### config.mk
export PLATFORM = sky130hd
export DESIGN_NAME = pttc_top
export DESIGN_NICKNAME = d
export VERILOG_FILES = /design/src/pttc_pkg.sv /design/src/pttc_fire_unit.sv /design/src/pttc_top.sv
export SDC_FILE = /design/constraint.sdc
export NUM_CORES = 1
export LEC_CHECK = 0
export BUFFER_PORTS_ARGS = -buffer_cell sky130_fd_sc_hd__buf_4
export CORE_UTILIZATION = 62
export CTS_CLUSTER_DIAMETER = 200
export CTS_CLUSTER_SIZE = 28
export DETAILED_ROUTE_END_ITERATION = 7
export PLACE_DENSITY = 0.83
export SLEW_MARGIN = 20
export SYNTH_ARGS = -nofsm -noshare
export SYNTH_HDL_FRONTEND = slang
export SYNTH_HIERARCHICAL = 1
export SYNTH_SLANG_ARGS = --single-unit
### constraint.sdc
create_clock -name i_mclk -period 8.7 [get_ports i_mclk]
set_clock_uncertainty 0.05 [all_clocks]
set_input_delay 1.74 -clock i_mclk [delete_from_list [all_inputs] [get_ports i_mclk]]
set_output_delay 1.74 -clock i_mclk [all_outputs]
set_load 0.01 [all_outputs]
### src/pttc_pkg.sv
// Shared constants and types for the event unit control block
`default_nettype none
package pttc_pkg;

  // ----------------------------------------------------------------
  // Register byte offsets
  // ----------------------------------------------------------------
  localparam int unsigned ADDR_W = 12;
  localparam logic [11:0] OFF_CTRL  = 12'h52c; // Event unit control/status
  localparam logic [11:0] OFF_TNS   = 12'h530; // Target nanoseconds
  localparam logic [11:0] OFF_TSEC  = 12'h534; // Target seconds
  localparam logic [11:0] OFF_INDEX = 12'h540; // Unit index pointers

  // ----------------------------------------------------------------
  // Control/status field positions
  // ----------------------------------------------------------------
  localparam int unsigned BIT_OUT_SEL   = 8; // Pin output source select
  localparam int unsigned BIT_PIN_IN    = 7; // Pin input monitor
  localparam int unsigned BIT_ROLE      = 6; // Pin role select
  localparam int unsigned BIT_IRQ_EN    = 5; // Stamp unit irq enable
  localparam int unsigned BIT_ACTIVE    = 4; // Fire unit active
  localparam int unsigned BIT_FIRE_EN   = 3; // Fire unit enable
  localparam int unsigned BIT_FIRE_CLR  = 2; // Fire unit soft clear
  localparam int unsigned BIT_STAMP_ON  = 1; // Stamp unit on
  localparam int unsigned BIT_STAMP_CLR = 0; // Stamp unit soft clear

  // ----------------------------------------------------------------
  // Index register fields
  // ----------------------------------------------------------------
  localparam int unsigned IDX_FIRE_LSB  = 0; // Fire pointer bits 1:0
  localparam int unsigned IDX_STAMP_BIT = 8; // Stamp pointer bit

  // ----------------------------------------------------------------
  // Sizes and reset values
  // ----------------------------------------------------------------
  localparam int unsigned NUM_FIRE  = 3;  // Trigger output units
  localparam int unsigned NUM_STAMP = 2;  // Timestamp input units
  localparam int unsigned NS_W      = 30; // Nanoseconds width
  localparam int unsigned SEC_W     = 32; // Seconds width
  localparam int unsigned CNT_W     = 4;  // Event count width
  localparam logic [1:0]  FIRE_IDX_NONE = 2'h3; // Pointer with no unit
  localparam logic [29:0] RST_TNS  = 30'h00000000;
  localparam logic [31:0] RST_TSEC = 32'h00000000;
  localparam logic [3:0]  CNT_MAX  = 4'hf;

  // Fire unit state
  typedef enum logic [0:0] {
    PTTC_FIRE_IDLE  = 1'b0,
    PTTC_FIRE_ARMED = 1'b1
  } pttc_fire_state_t;

endpackage : pttc_pkg
`default_nettype wire

### src/pttc_fire_unit.sv
// One trigger output unit: target time, enable, soft clear, fire
`timescale 1ns/1ps
`default_nettype none
module pttc_fire_unit (
  input  wire logic        i_mclk,      // System clock
  input  wire logic        i_arst_n,    // Async reset, active low
  input  wire logic        i_ns_we,     // Write target nanoseconds
  input  wire logic        i_sec_we,    // Write target seconds
  input  wire logic [31:0] i_wdata,     // Bus write data
  input  wire logic        i_en_we,     // Write enable bit
  input  wire logic        i_en_val,    // Enable bit value
  input  wire logic        i_clr_we,    // Write soft clear bit
  input  wire logic        i_clr_val,   // Soft clear bit value
  input  wire logic [31:0] i_now_sec,   // System time seconds
  input  wire logic [29:0] i_now_ns,    // System time nanoseconds
  output logic      [29:0] o_target_ns, // Target nanoseconds
  output logic      [31:0] o_target_sec,// Target seconds
  output logic             o_enable,    // Unit armed
  output logic             o_soft_clr,  // Soft clear held
  output logic             o_fire       // Fire, one cycle
);

  // ----------------------------------------------------------------
  // State
  // ----------------------------------------------------------------
  pttc_pkg::pttc_fire_state_t state_reg;   // Idle or armed
  logic [29:0]                tns_reg;     // Target ns
  logic [31:0]                tsec_reg;    // Target s
  logic                       clr_reg;     // Soft clear bit
  logic                       clr_now;     // Clear in force this cycle
  logic                       reached;     // Time at or past target

  assign clr_now = clr_reg | (i_clr_we & i_clr_val);
  // Seconds first, then nanoseconds
  assign reached = ({i_now_sec, i_now_ns} >= {tsec_reg, tns_reg});
  // Fire only when armed and the target time is reached
  assign o_fire  = (state_reg == pttc_pkg::PTTC_FIRE_ARMED) & ~clr_reg
                   & reached;

  // Soft clear bit storage
  always_ff @(posedge i_mclk or negedge i_arst_n)
  begin
    if (!i_arst_n)
      clr_reg <= 1'b0;
    else if (i_clr_we)
      clr_reg <= i_clr_val; // Held while 1
  end

  // Arm on write 1, self clear on fire, drop on soft clear
  always_ff @(posedge i_mclk or negedge i_arst_n)
  begin
    if (!i_arst_n)
      state_reg <= pttc_pkg::PTTC_FIRE_IDLE;
    else
    begin
      case (state_reg)
        pttc_pkg::PTTC_FIRE_IDLE:
        begin
          if (clr_now)
            state_reg <= pttc_pkg::PTTC_FIRE_IDLE;
          else if (i_en_we && i_en_val)
            state_reg <= pttc_pkg::PTTC_FIRE_ARMED;
        end
        pttc_pkg::PTTC_FIRE_ARMED:
        begin
          if (clr_now)
            state_reg <= pttc_pkg::PTTC_FIRE_IDLE;
          else if (i_en_we)
            state_reg <= i_en_val ? pttc_pkg::PTTC_FIRE_ARMED
                                  : pttc_pkg::PTTC_FIRE_IDLE;
          else if (o_fire)
            state_reg <= pttc_pkg::PTTC_FIRE_IDLE; // Self clear
        end
        default:
          state_reg <= pttc_pkg::PTTC_FIRE_IDLE;
      endcase
    end
  end

  // Target time storage, back to default on soft clear
  always_ff @(posedge i_mclk or negedge i_arst_n)
  begin
    if (!i_arst_n)
    begin
      tns_reg  <= pttc_pkg::RST_TNS;
      tsec_reg <= pttc_pkg::RST_TSEC;
    end
    else if (clr_now)
    begin
      tns_reg  <= pttc_pkg::RST_TNS;
      tsec_reg <= pttc_pkg::RST_TSEC;
    end
    else
    begin
      if (i_ns_we)
        tns_reg <= i_wdata[29:0];     // Upper bits dropped
      if (i_sec_we)
        tsec_reg <= i_wdata;
    end
  end

  assign o_target_ns  = tns_reg;
  assign o_target_sec = tsec_reg;
  // Active equals armed; no error source in this unit
  assign o_enable     = (state_reg == pttc_pkg::PTTC_FIRE_ARMED);
  assign o_soft_clr   = clr_reg;

endmodule : pttc_fire_unit
`default_nettype wire

### src/pttc_top.sv
// Event pin control: pin role, trigger output units, timestamp units
`timescale 1ns/1ps
`default_nettype none

// What this block does
// - Output select 1 combinational, 0 flopped
// - Status bit reads live pin input level
// - Role bit: 1 trigger, 0 timestamp input
// - Per stamp unit irq enable, indexed
// - Active flag while selected unit armed
// - Enable arms unit, self clears on fire
// - Fire soft clear returns unit to default
// - Stamp on write 1 clears event count
// - Stamp write 0 clears ready, overflow
// - Stamp soft clear returns unit default
// - Fire fields per unit, 2-bit pointer
// - Stamp fields per unit, 1-bit pointer
// - Per unit 30-bit target nanoseconds
// - Per unit 32-bit target seconds
// - Armed unit fires at target time
// - Stamp irq only when enabled
module pttc_top (
  input  wire logic        i_mclk,      // System clock, 250 MHz
  input  wire logic        i_arst_n,    // Async reset, active low
  input  wire logic [11:0] i_addr,      // Register byte address
  input  wire logic [31:0] i_wdata,     // Write data
  input  wire logic        i_wr,        // Write strobe
  input  wire logic        i_rd,        // Read strobe
  output logic      [31:0] o_rdata,     // Read data, cycle after read
  input  wire logic [31:0] i_now_sec,   // System time seconds
  input  wire logic [29:0] i_now_ns,    // System time nanoseconds
  input  wire logic        i_pin_in,    // Pin input level
  output logic             o_pin_out,   // Pin output level
  output logic             o_pin_oe,    // Pin output enable
  output logic [1:0]       o_stamp_irq, // Per stamp unit interrupt
  output logic [1:0]       o_stamp_rdy  // Per stamp unit ready flag
);

  // ----------------------------------------------------------------
  // Bus decode
  // ----------------------------------------------------------------
  logic wr_ctrl;   // Write to control/status
  logic wr_tns;    // Write to target ns
  logic wr_tsec;   // Write to target s
  logic wr_index;  // Write to index pointers

  assign wr_ctrl  = i_wr & (i_addr == pttc_pkg::OFF_CTRL);
  assign wr_tns   = i_wr & (i_addr == pttc_pkg::OFF_TNS);
  assign wr_tsec  = i_wr & (i_addr == pttc_pkg::OFF_TSEC);
  assign wr_index = i_wr & (i_addr == pttc_pkg::OFF_INDEX);

  // ----------------------------------------------------------------
  // Index pointers and global pin control
  // ----------------------------------------------------------------
  logic [1:0] fire_idx_reg;  // Selected fire unit
  logic       stamp_idx_reg; // Selected stamp unit
  logic       out_sel_reg;   // Pin output source select
  logic       role_reg;      // Pin role select
  logic       fire_hit;      // Pointer names an existing unit

  // Index register, only pointer bits kept
  always_ff @(posedge i_mclk or negedge i_arst_n)
  begin
    if (!i_arst_n)
    begin
      fire_idx_reg  <= 2'h0;
      stamp_idx_reg <= 1'b0;
    end
    else if (wr_index)
    begin
      fire_idx_reg  <= i_wdata[pttc_pkg::IDX_FIRE_LSB +: 2];
      stamp_idx_reg <= i_wdata[pttc_pkg::IDX_STAMP_BIT];
    end
  end

  assign fire_hit = (fire_idx_reg != pttc_pkg::FIRE_IDX_NONE);

  // Global control bits of the control/status word
  always_ff @(posedge i_mclk or negedge i_arst_n)
  begin
    if (!i_arst_n)
    begin
      out_sel_reg <= 1'b0;
      role_reg    <= 1'b0;
    end
    else if (wr_ctrl)
    begin
      out_sel_reg <= i_wdata[pttc_pkg::BIT_OUT_SEL];
      role_reg    <= i_wdata[pttc_pkg::BIT_ROLE];
    end
  end

  // ----------------------------------------------------------------
  // Pin input synchroniser and filter
  // ----------------------------------------------------------------
  logic pin_s1_reg;    // First stage, read by second only
  logic pin_s2_reg;    // Second stage
  logic pin_s3_reg;    // Third stage
  logic pin_lvl_reg;   // Accepted pin level
  logic pin_rise;      // Accepted rising edge

  // Three flops, level taken once stages two and three agree
  always_ff @(posedge i_mclk or negedge i_arst_n)
  begin
    if (!i_arst_n)
    begin
      pin_s1_reg  <= 1'b0;
      pin_s2_reg  <= 1'b0;
      pin_s3_reg  <= 1'b0;
      pin_lvl_reg <= 1'b0;
    end
    else
    begin
      pin_s1_reg <= i_pin_in;
      pin_s2_reg <= pin_s1_reg;
      pin_s3_reg <= pin_s2_reg;
      if (pin_s2_reg == pin_s3_reg)
        pin_lvl_reg <= pin_s3_reg; // Live level for status
    end
  end

  assign pin_rise = (pin_s2_reg == pin_s3_reg) & pin_s3_reg & ~pin_lvl_reg;

  // ----------------------------------------------------------------
  // Trigger output units
  // ----------------------------------------------------------------
  logic [29:0] fire_tns  [pttc_pkg::NUM_FIRE]; // Per unit target ns
  logic [31:0] fire_tsec [pttc_pkg::NUM_FIRE]; // Per unit target s
  logic [2:0]  fire_en;                        // Per unit armed
  logic [2:0]  fire_clr;                       // Per unit soft clear
  logic [2:0]  fire_pulse;                     // Per unit fire
  logic        fire_any;                       // Any unit fires
  logic        pin_out_reg;                    // Flopped pin output

  genvar gi;
  generate
    for (gi = 0; gi < pttc_pkg::NUM_FIRE; gi = gi + 1)
    begin : g_fire
      logic sel; // This unit is the pointed one
      assign sel = (fire_idx_reg == 2'(gi));
      pttc_fire_unit u_fire (
        .i_mclk       (i_mclk),
        .i_arst_n     (i_arst_n),
        .i_ns_we      (wr_tns & sel),
        .i_sec_we     (wr_tsec & sel),
        .i_wdata      (i_wdata),
        .i_en_we      (wr_ctrl & sel),
        .i_en_val     (i_wdata[pttc_pkg::BIT_FIRE_EN]),
        .i_clr_we     (wr_ctrl & sel),
        .i_clr_val    (i_wdata[pttc_pkg::BIT_FIRE_CLR]),
        .i_now_sec    (i_now_sec),
        .i_now_ns     (i_now_ns),
        .o_target_ns  (fire_tns[gi]),
        .o_target_sec (fire_tsec[gi]),
        .o_enable     (fire_en[gi]),
        .o_soft_clr   (fire_clr[gi]),
        .o_fire       (fire_pulse[gi])
      );
    end
  endgenerate

  assign fire_any = |fire_pulse;

  // Flopped copy of the trigger output
  always_ff @(posedge i_mclk or negedge i_arst_n)
  begin
    if (!i_arst_n)
      pin_out_reg <= 1'b0;
    else
      pin_out_reg <= fire_any;
  end

  // Source select, driven only in trigger role
  assign o_pin_out = out_sel_reg ? fire_any : pin_out_reg;
  assign o_pin_oe  = role_reg;

  // ----------------------------------------------------------------
  // Timestamp input units
  // ----------------------------------------------------------------
  logic [1:0] stamp_on_reg;   // Per unit enabled
  logic [1:0] stamp_clr_reg;  // Per unit soft clear held
  logic [1:0] stamp_irq_reg;  // Per unit irq enable
  logic [1:0] stamp_rdy_reg;  // Per unit ready flag
  logic [1:0] stamp_ovf_reg;  // Per unit count overflow
  logic [3:0] stamp_cnt_reg [pttc_pkg::NUM_STAMP]; // Event counts
  logic [1:0] stamp_wsel;     // Control write per unit
  logic [1:0] stamp_evt;      // Accepted edge per unit

  // Pointed unit takes the control write
  assign stamp_wsel = {wr_ctrl & stamp_idx_reg, wr_ctrl & ~stamp_idx_reg};
  // Edge counts only when on, not held in clear, timestamp role
  assign stamp_evt  = stamp_on_reg & ~stamp_clr_reg
                      & {2{~role_reg & pin_rise}};

  // Per unit control, events and flags
  always_ff @(posedge i_mclk or negedge i_arst_n)
  begin
    if (!i_arst_n)
    begin
      stamp_on_reg  <= 2'h0;
      stamp_clr_reg <= 2'h0;
      stamp_irq_reg <= 2'h0;
      stamp_rdy_reg <= 2'h0;
      stamp_ovf_reg <= 2'h0;
      for (int k = 0; k < pttc_pkg::NUM_STAMP; k++)
        stamp_cnt_reg[k] <= 4'h0;
    end
    else
    begin
      for (int k = 0; k < pttc_pkg::NUM_STAMP; k++)
      begin
        if (stamp_wsel[k])
          stamp_clr_reg[k] <= i_wdata[pttc_pkg::BIT_STAMP_CLR];
        if ((stamp_wsel[k] && i_wdata[pttc_pkg::BIT_STAMP_CLR])
            || stamp_clr_reg[k])
        begin
          // Back to defaults while soft clear held
          stamp_on_reg[k]  <= 1'b0;
          stamp_irq_reg[k] <= 1'b0;
          stamp_rdy_reg[k] <= 1'b0;
          stamp_ovf_reg[k] <= 1'b0;
          stamp_cnt_reg[k] <= 4'h0;
        end
        else
        begin
          if (stamp_wsel[k])
          begin
            stamp_on_reg[k]  <= i_wdata[pttc_pkg::BIT_STAMP_ON];
            stamp_irq_reg[k] <= i_wdata[pttc_pkg::BIT_IRQ_EN];
          end
          // Count: write 1 clears, else events advance
          if (stamp_wsel[k] && i_wdata[pttc_pkg::BIT_STAMP_ON])
            stamp_cnt_reg[k] <= 4'h0;
          else if (stamp_evt[k] && stamp_cnt_reg[k] != pttc_pkg::CNT_MAX)
            stamp_cnt_reg[k] <= stamp_cnt_reg[k] + 4'h1;
          // Flags: an edge wins over the write 0 clear
          if (stamp_evt[k])
          begin
            stamp_rdy_reg[k] <= 1'b1;
            if (stamp_cnt_reg[k] == pttc_pkg::CNT_MAX)
              stamp_ovf_reg[k] <= 1'b1;
          end
          else if (stamp_wsel[k] && !i_wdata[pttc_pkg::BIT_STAMP_ON])
          begin
            stamp_rdy_reg[k] <= 1'b0;
            stamp_ovf_reg[k] <= 1'b0;
          end
        end
      end
    end
  end

  // Interrupt only where enabled per unit
  assign o_stamp_irq = stamp_rdy_reg & stamp_irq_reg;
  assign o_stamp_rdy = stamp_rdy_reg;

  // ----------------------------------------------------------------
  // Read path
  // ----------------------------------------------------------------
  logic [31:0] ctrl_word;  // Assembled control/status
  logic [31:0] rd_next;    // Next read data

  // Control word from global bits and pointed units
  always_comb
  begin
    ctrl_word = 32'h00000000; // Reserved read zero
    ctrl_word[pttc_pkg::BIT_OUT_SEL]   = out_sel_reg;
    ctrl_word[pttc_pkg::BIT_PIN_IN]    = pin_lvl_reg;
    ctrl_word[pttc_pkg::BIT_ROLE]      = role_reg;
    ctrl_word[pttc_pkg::BIT_IRQ_EN]    = stamp_irq_reg[stamp_idx_reg];
    ctrl_word[pttc_pkg::BIT_STAMP_ON]  = stamp_on_reg[stamp_idx_reg];
    ctrl_word[pttc_pkg::BIT_STAMP_CLR] = stamp_clr_reg[stamp_idx_reg];
    if (fire_hit)
    begin
      ctrl_word[pttc_pkg::BIT_ACTIVE]   = fire_en[fire_idx_reg];
      ctrl_word[pttc_pkg::BIT_FIRE_EN]  = fire_en[fire_idx_reg];
      ctrl_word[pttc_pkg::BIT_FIRE_CLR] = fire_clr[fire_idx_reg];
    end
  end

  // Address mux, unmapped reads zero
  always_comb
  begin
    rd_next = 32'h00000000;
    case (i_addr)
      pttc_pkg::OFF_CTRL:
        rd_next = ctrl_word;
      pttc_pkg::OFF_TNS:
        if (fire_hit)
          rd_next = {2'b00, fire_tns[fire_idx_reg]};
      pttc_pkg::OFF_TSEC:
        if (fire_hit)
          rd_next = fire_tsec[fire_idx_reg];
      pttc_pkg::OFF_INDEX:
      begin
        rd_next[pttc_pkg::IDX_FIRE_LSB +: 2] = fire_idx_reg;
        rd_next[pttc_pkg::IDX_STAMP_BIT]     = stamp_idx_reg;
      end
      default:
        rd_next = 32'h00000000;
    endcase
  end

  // Read data stands only in the cycle after the strobe
  always_ff @(posedge i_mclk or negedge i_arst_n)
  begin
    if (!i_arst_n)
      o_rdata <= 32'h00000000;
    else if (i_rd)
      o_rdata <= rd_next;
    else
      o_rdata <= 32'h00000000;
  end

endmodule : pttc_top
`default_nettype wire

==> summary by stage <==
Outcome
The run finished with clean final reports.

Timing
The clock period minus final worst setup slack is between 6 and 7 ns. Measured against its own limit, the worst slew margin works out to 38.1%. The final sum of negative setup slack is 0 ns. Static timing analysis puts the maximum clock frequency at roughly 160 MHz. In the finished design, the share of the clock period the worst path needs comes to 73.4%. Setup repair after global routing left no endpoint under its margin. The number of hold violations in the final report is 0.

The final worst slack is 2.31 ns. The slew of the pin with the lowest slew margin is 0.928 ns. Setup violations remaining at the end of the flow were counted as 0.

The number of max-slew violations in the final report came to 0.

Clock network
The number of resized instances in the post-cts repair step is 0. Counting along the longest clock path gives a buffer depth of 3. In this run the number of H-tree levels came out at 1. The cts-stage hold buffer count is 0. After clock tree synthesis, the clock-pin slew on the worst setup and hold paths is 0.11 ns. In this run the clock root is driven by a clkbuf_16. The insertion delay of the later-clocked pin in the worst-skew pair is 0.49 ns. TritonCTS built the clock tree. The count of clock tree sinks is 242. The total clock buffers created by CTS is 12. The count of buffers added by post-CTS timing repair for setup is 0.

Power
The total power density per cell area is ~110 mW/mm^2. Power comes to around 2 mW. Summed over all cells, the static leakage comes to 7.77 nW. The peak ir drop on the vdd network is around 0.093 mV.

Global route
The maximum number of pins on one net before global-route repair is 120. The first global-routing pass estimated between 60,000 and 70,000 um of wire. Global routing finished with a remaining overflow of 0. The total routing usage reported by global routing is 33.5%. The number of antenna violations at the first check in global routing is 0.

The via count of the first global-routing pass came to 13.1k.

Setup path
At the worst endpoint, the arrival time is 4.60 ns. The number of buffers and inverters on the critical path is 3. The setup path with the least slack is of type in2out. The critical path's top delay family is compound AO/OA/AOI/OAI gates. The delay contributed by the slowest stage of the critical path is 0.42 ns. The launching element type of the critical path is a primary input.

The category of the worst setup path capture point is an output port. Along the worst path, the maximum fanout reaches 3. The cell with the largest stage delay on the worst path is a211o_1.

Data on the critical path is required at its endpoint by 6.91 ns. The signal on the critical path passes through buf_4 -> inv_1 -> ha_1 -> nand2b_1 -> a21oi_1 -> o21ai_1 -> a211o_1 -> a31oi_1 -> o21ai_1 -> and3b_1 -> or3_1 -> mux2_2 -> buf_4.

Floorplanning
The floorplan has between 50 and 60 rows. The horizontal die dimension is 163 um. The area of the die is 0.0266 mm^2. The count of pins on the block boundary is 149. The core region is 0.0253 mm^2. The starting density of the core is ~64%. The overall die height is 163 um.

Synth
The number of nets produced by synthesis is between 1.5k and 2k. The share of flip-flops with an asynchronous set or reset after synthesis is 100%. The number of warnings reported in the yosys synthesis log is 6. The synthesized cell area is 0.0161 mm^2. The most numerous cell in the Yosys netlist is nor2_1. Synthesis instantiated 75 different standard cells from the library. The synthesized flop and latch total is roughly 240. The register area share after synthesis is 37.6%. The area share of the largest cell type after synthesis is between 30 and 40%.

After technology mapping, the gate count stands at roughly 1.7k. The synthesized design spends more area on one cell type than any other, namely dfrtp_1. The average instance in the mapped netlist occupies 9.57 um^2. After synthesis, the cell types taking the most area are dfrtp_1 (38%), mux2i_1 (15%), ha_1 (15%). The dominant register cell in the synthesized netlist is dfrtp_1. After synthesis, the most frequently instantiated cells are nor2_1 (264), mux2i_1 (248), dfrtp_1 (242). The number of enable-type register cells in the synthesized netlist is 0.

Cells and area
Relative to the synthesized area, the layout overhead comes to 10.5%. The sequential cell area is about 0.0061 mm^2. The post-route netlist has 13.2% of its cells at a drive strength greater than 1.

The layout has ~2.0k filler cells. In the final layout, the multi-input gates occupy 0.00904 mm^2. The final antenna diode count is 0. The register with the most flip-flops in the layout has 96 of them. The post-layout net count is between 2k and 2.5k.

Routing
The wire length per cell after detailed routing is 20.7 um. The detailed-routing iteration count for the pre-antenna-repair pass is 5. The count of routing violations after the opening detailed-route iteration is 1,030. The detail route stage leaves a number of antenna-violating nets equal to 0.

The count of vias placed by the detailed router is 13.0k. The total wire length is 43,700 um. The detailed-route vias per instance is roughly 6. In the routed design, unresolved DRC markers number 0.

Hold path
The tightest min-delay check is of the reg2reg type.

Place
The final weighted congestion in routability-driven placement is 0.923. The number of buffers inserted by port buffering is around 150. Once detailed placement completed, the half-perimeter wirelength came to 31,300 um. At the placement stage, the worst setup path has a slack of 2.39 ns.

Flow run
The max-cap violation count is 0.
## routing by layer
layer / part of all wire, % / track usage [%]
met4: 4.2 / 14.7
met5: 0 / 0
met3: 6.3 / 4.09
met2: 47 / 55.5
met1: 42 / 43.9
## path summary, 6_finish.rpt
kind                       slack [ns]                                      endpoint  cells past startpoint                        start
max                              2.31                                     o_pin_out                     13                  i_now_ns[0]
min reg2reg                      0.31                          pin_s2_reg$_DFF_PN0_                      0         pin_s1_reg$_DFF_PN0_
max in group asynchronous        5.87  g_fire[2].u_fire/o_target_sec[1]$_DFFE_PN0P_                      2                     i_arst_n
min in group asynchronous        1.28                         o_rdata[12]$_DFF_PN0_                      1                     i_arst_n
min                              0.31                          pin_s2_reg$_DFF_PN0_                      0         pin_s1_reg$_DFF_PN0_
max reg2reg                      5.13                         o_rdata[16]$_DFF_PN0_                      6  fire_idx_reg[1]$_DFFE_PN0P_
## metrics by stage
step / util, % / hold WS [ns] / cells / instance area, um^2
final: 70.3 / 0.312 / 2113 / 17800
after global routing: 70.3 / 0.321 / 2113 / 17800
after CTS: 70.3 / 0.312 / 2113 / 17800
after detailed placement: 68.9 / 0.287 / 2098 / 17500
after global placement: 68.9 / 0.285 / 2098 / 17500
after floorplan: - / 0.281 / 1683 / 16100
## kinds of logic (layout without fill, tap and decap cells)
| family | Yosys count | after routing | share of synthesized area [%] |
|---|---|---|---|
| buf+inv | 269 | 369 | 6.61 |
| flops | 242 | 242 | 37.6 |
| fa+ha+maj | 187 | 187 | 14.5 |
| mux | 264 | 264 | 16.6 |
| simple gates | 448 | 448 | 13.6 |
| compound gates | 273 | 273 | 11.0 |
## final cells by class
cell class | count | area share [%]
multi-input combinational | 1172 | 50.8
sequential | 242 | 34.1
timing repair buffer | 161 | 6.83
inverter | 193 | 4.07
tap | 330 | 2.32
clock buffer | 14 | 1.85
clock inverter | 1 | 0.0633
## cells in the final DEF, fill, tap and decap left out, types with 7 or more instances in the layout
| cell | instances |
|---|---|
| clkbuf_16 | 13 |
| o22ai_1 | 11 |
| mux2_2 | 13 |
| mux2i_1 | 248 |
| dfrtp_1 | 240 |
| nand2_1 | 53 |
| ha_1 | 187 |
| a21oi_1 | 125 |
| o21ai_1 | 11 |
| o2bb2ai_1 | 13 |
| a21o_1 | 7 |
| nand3_1 | 22 |
| nor2_1 | 260 |
| inv_1 | 193 |
| nand2b_1 | 10 |
| nand4_1 | 36 |
| buf_4 | 160 |
| o22ai_2 | 10 |
| a211o_1 | 7 |
| o21ai_0 | 27 |
## where the power goes
part / internal [mW] / total (mW) / leakage, nW / switching (mW)
combinational: 0.0969 / 0.236 / 4.24 / 0.139
sequential: 1.13 / 1.13 / 3.36 / 0.00321
clock: 0.275 / 0.647 / 0.167 / 0.371
total: 1.50 / 2.01 / 7.77 / 0.514
Note: power is estimated with default switching activity, not from simulation.
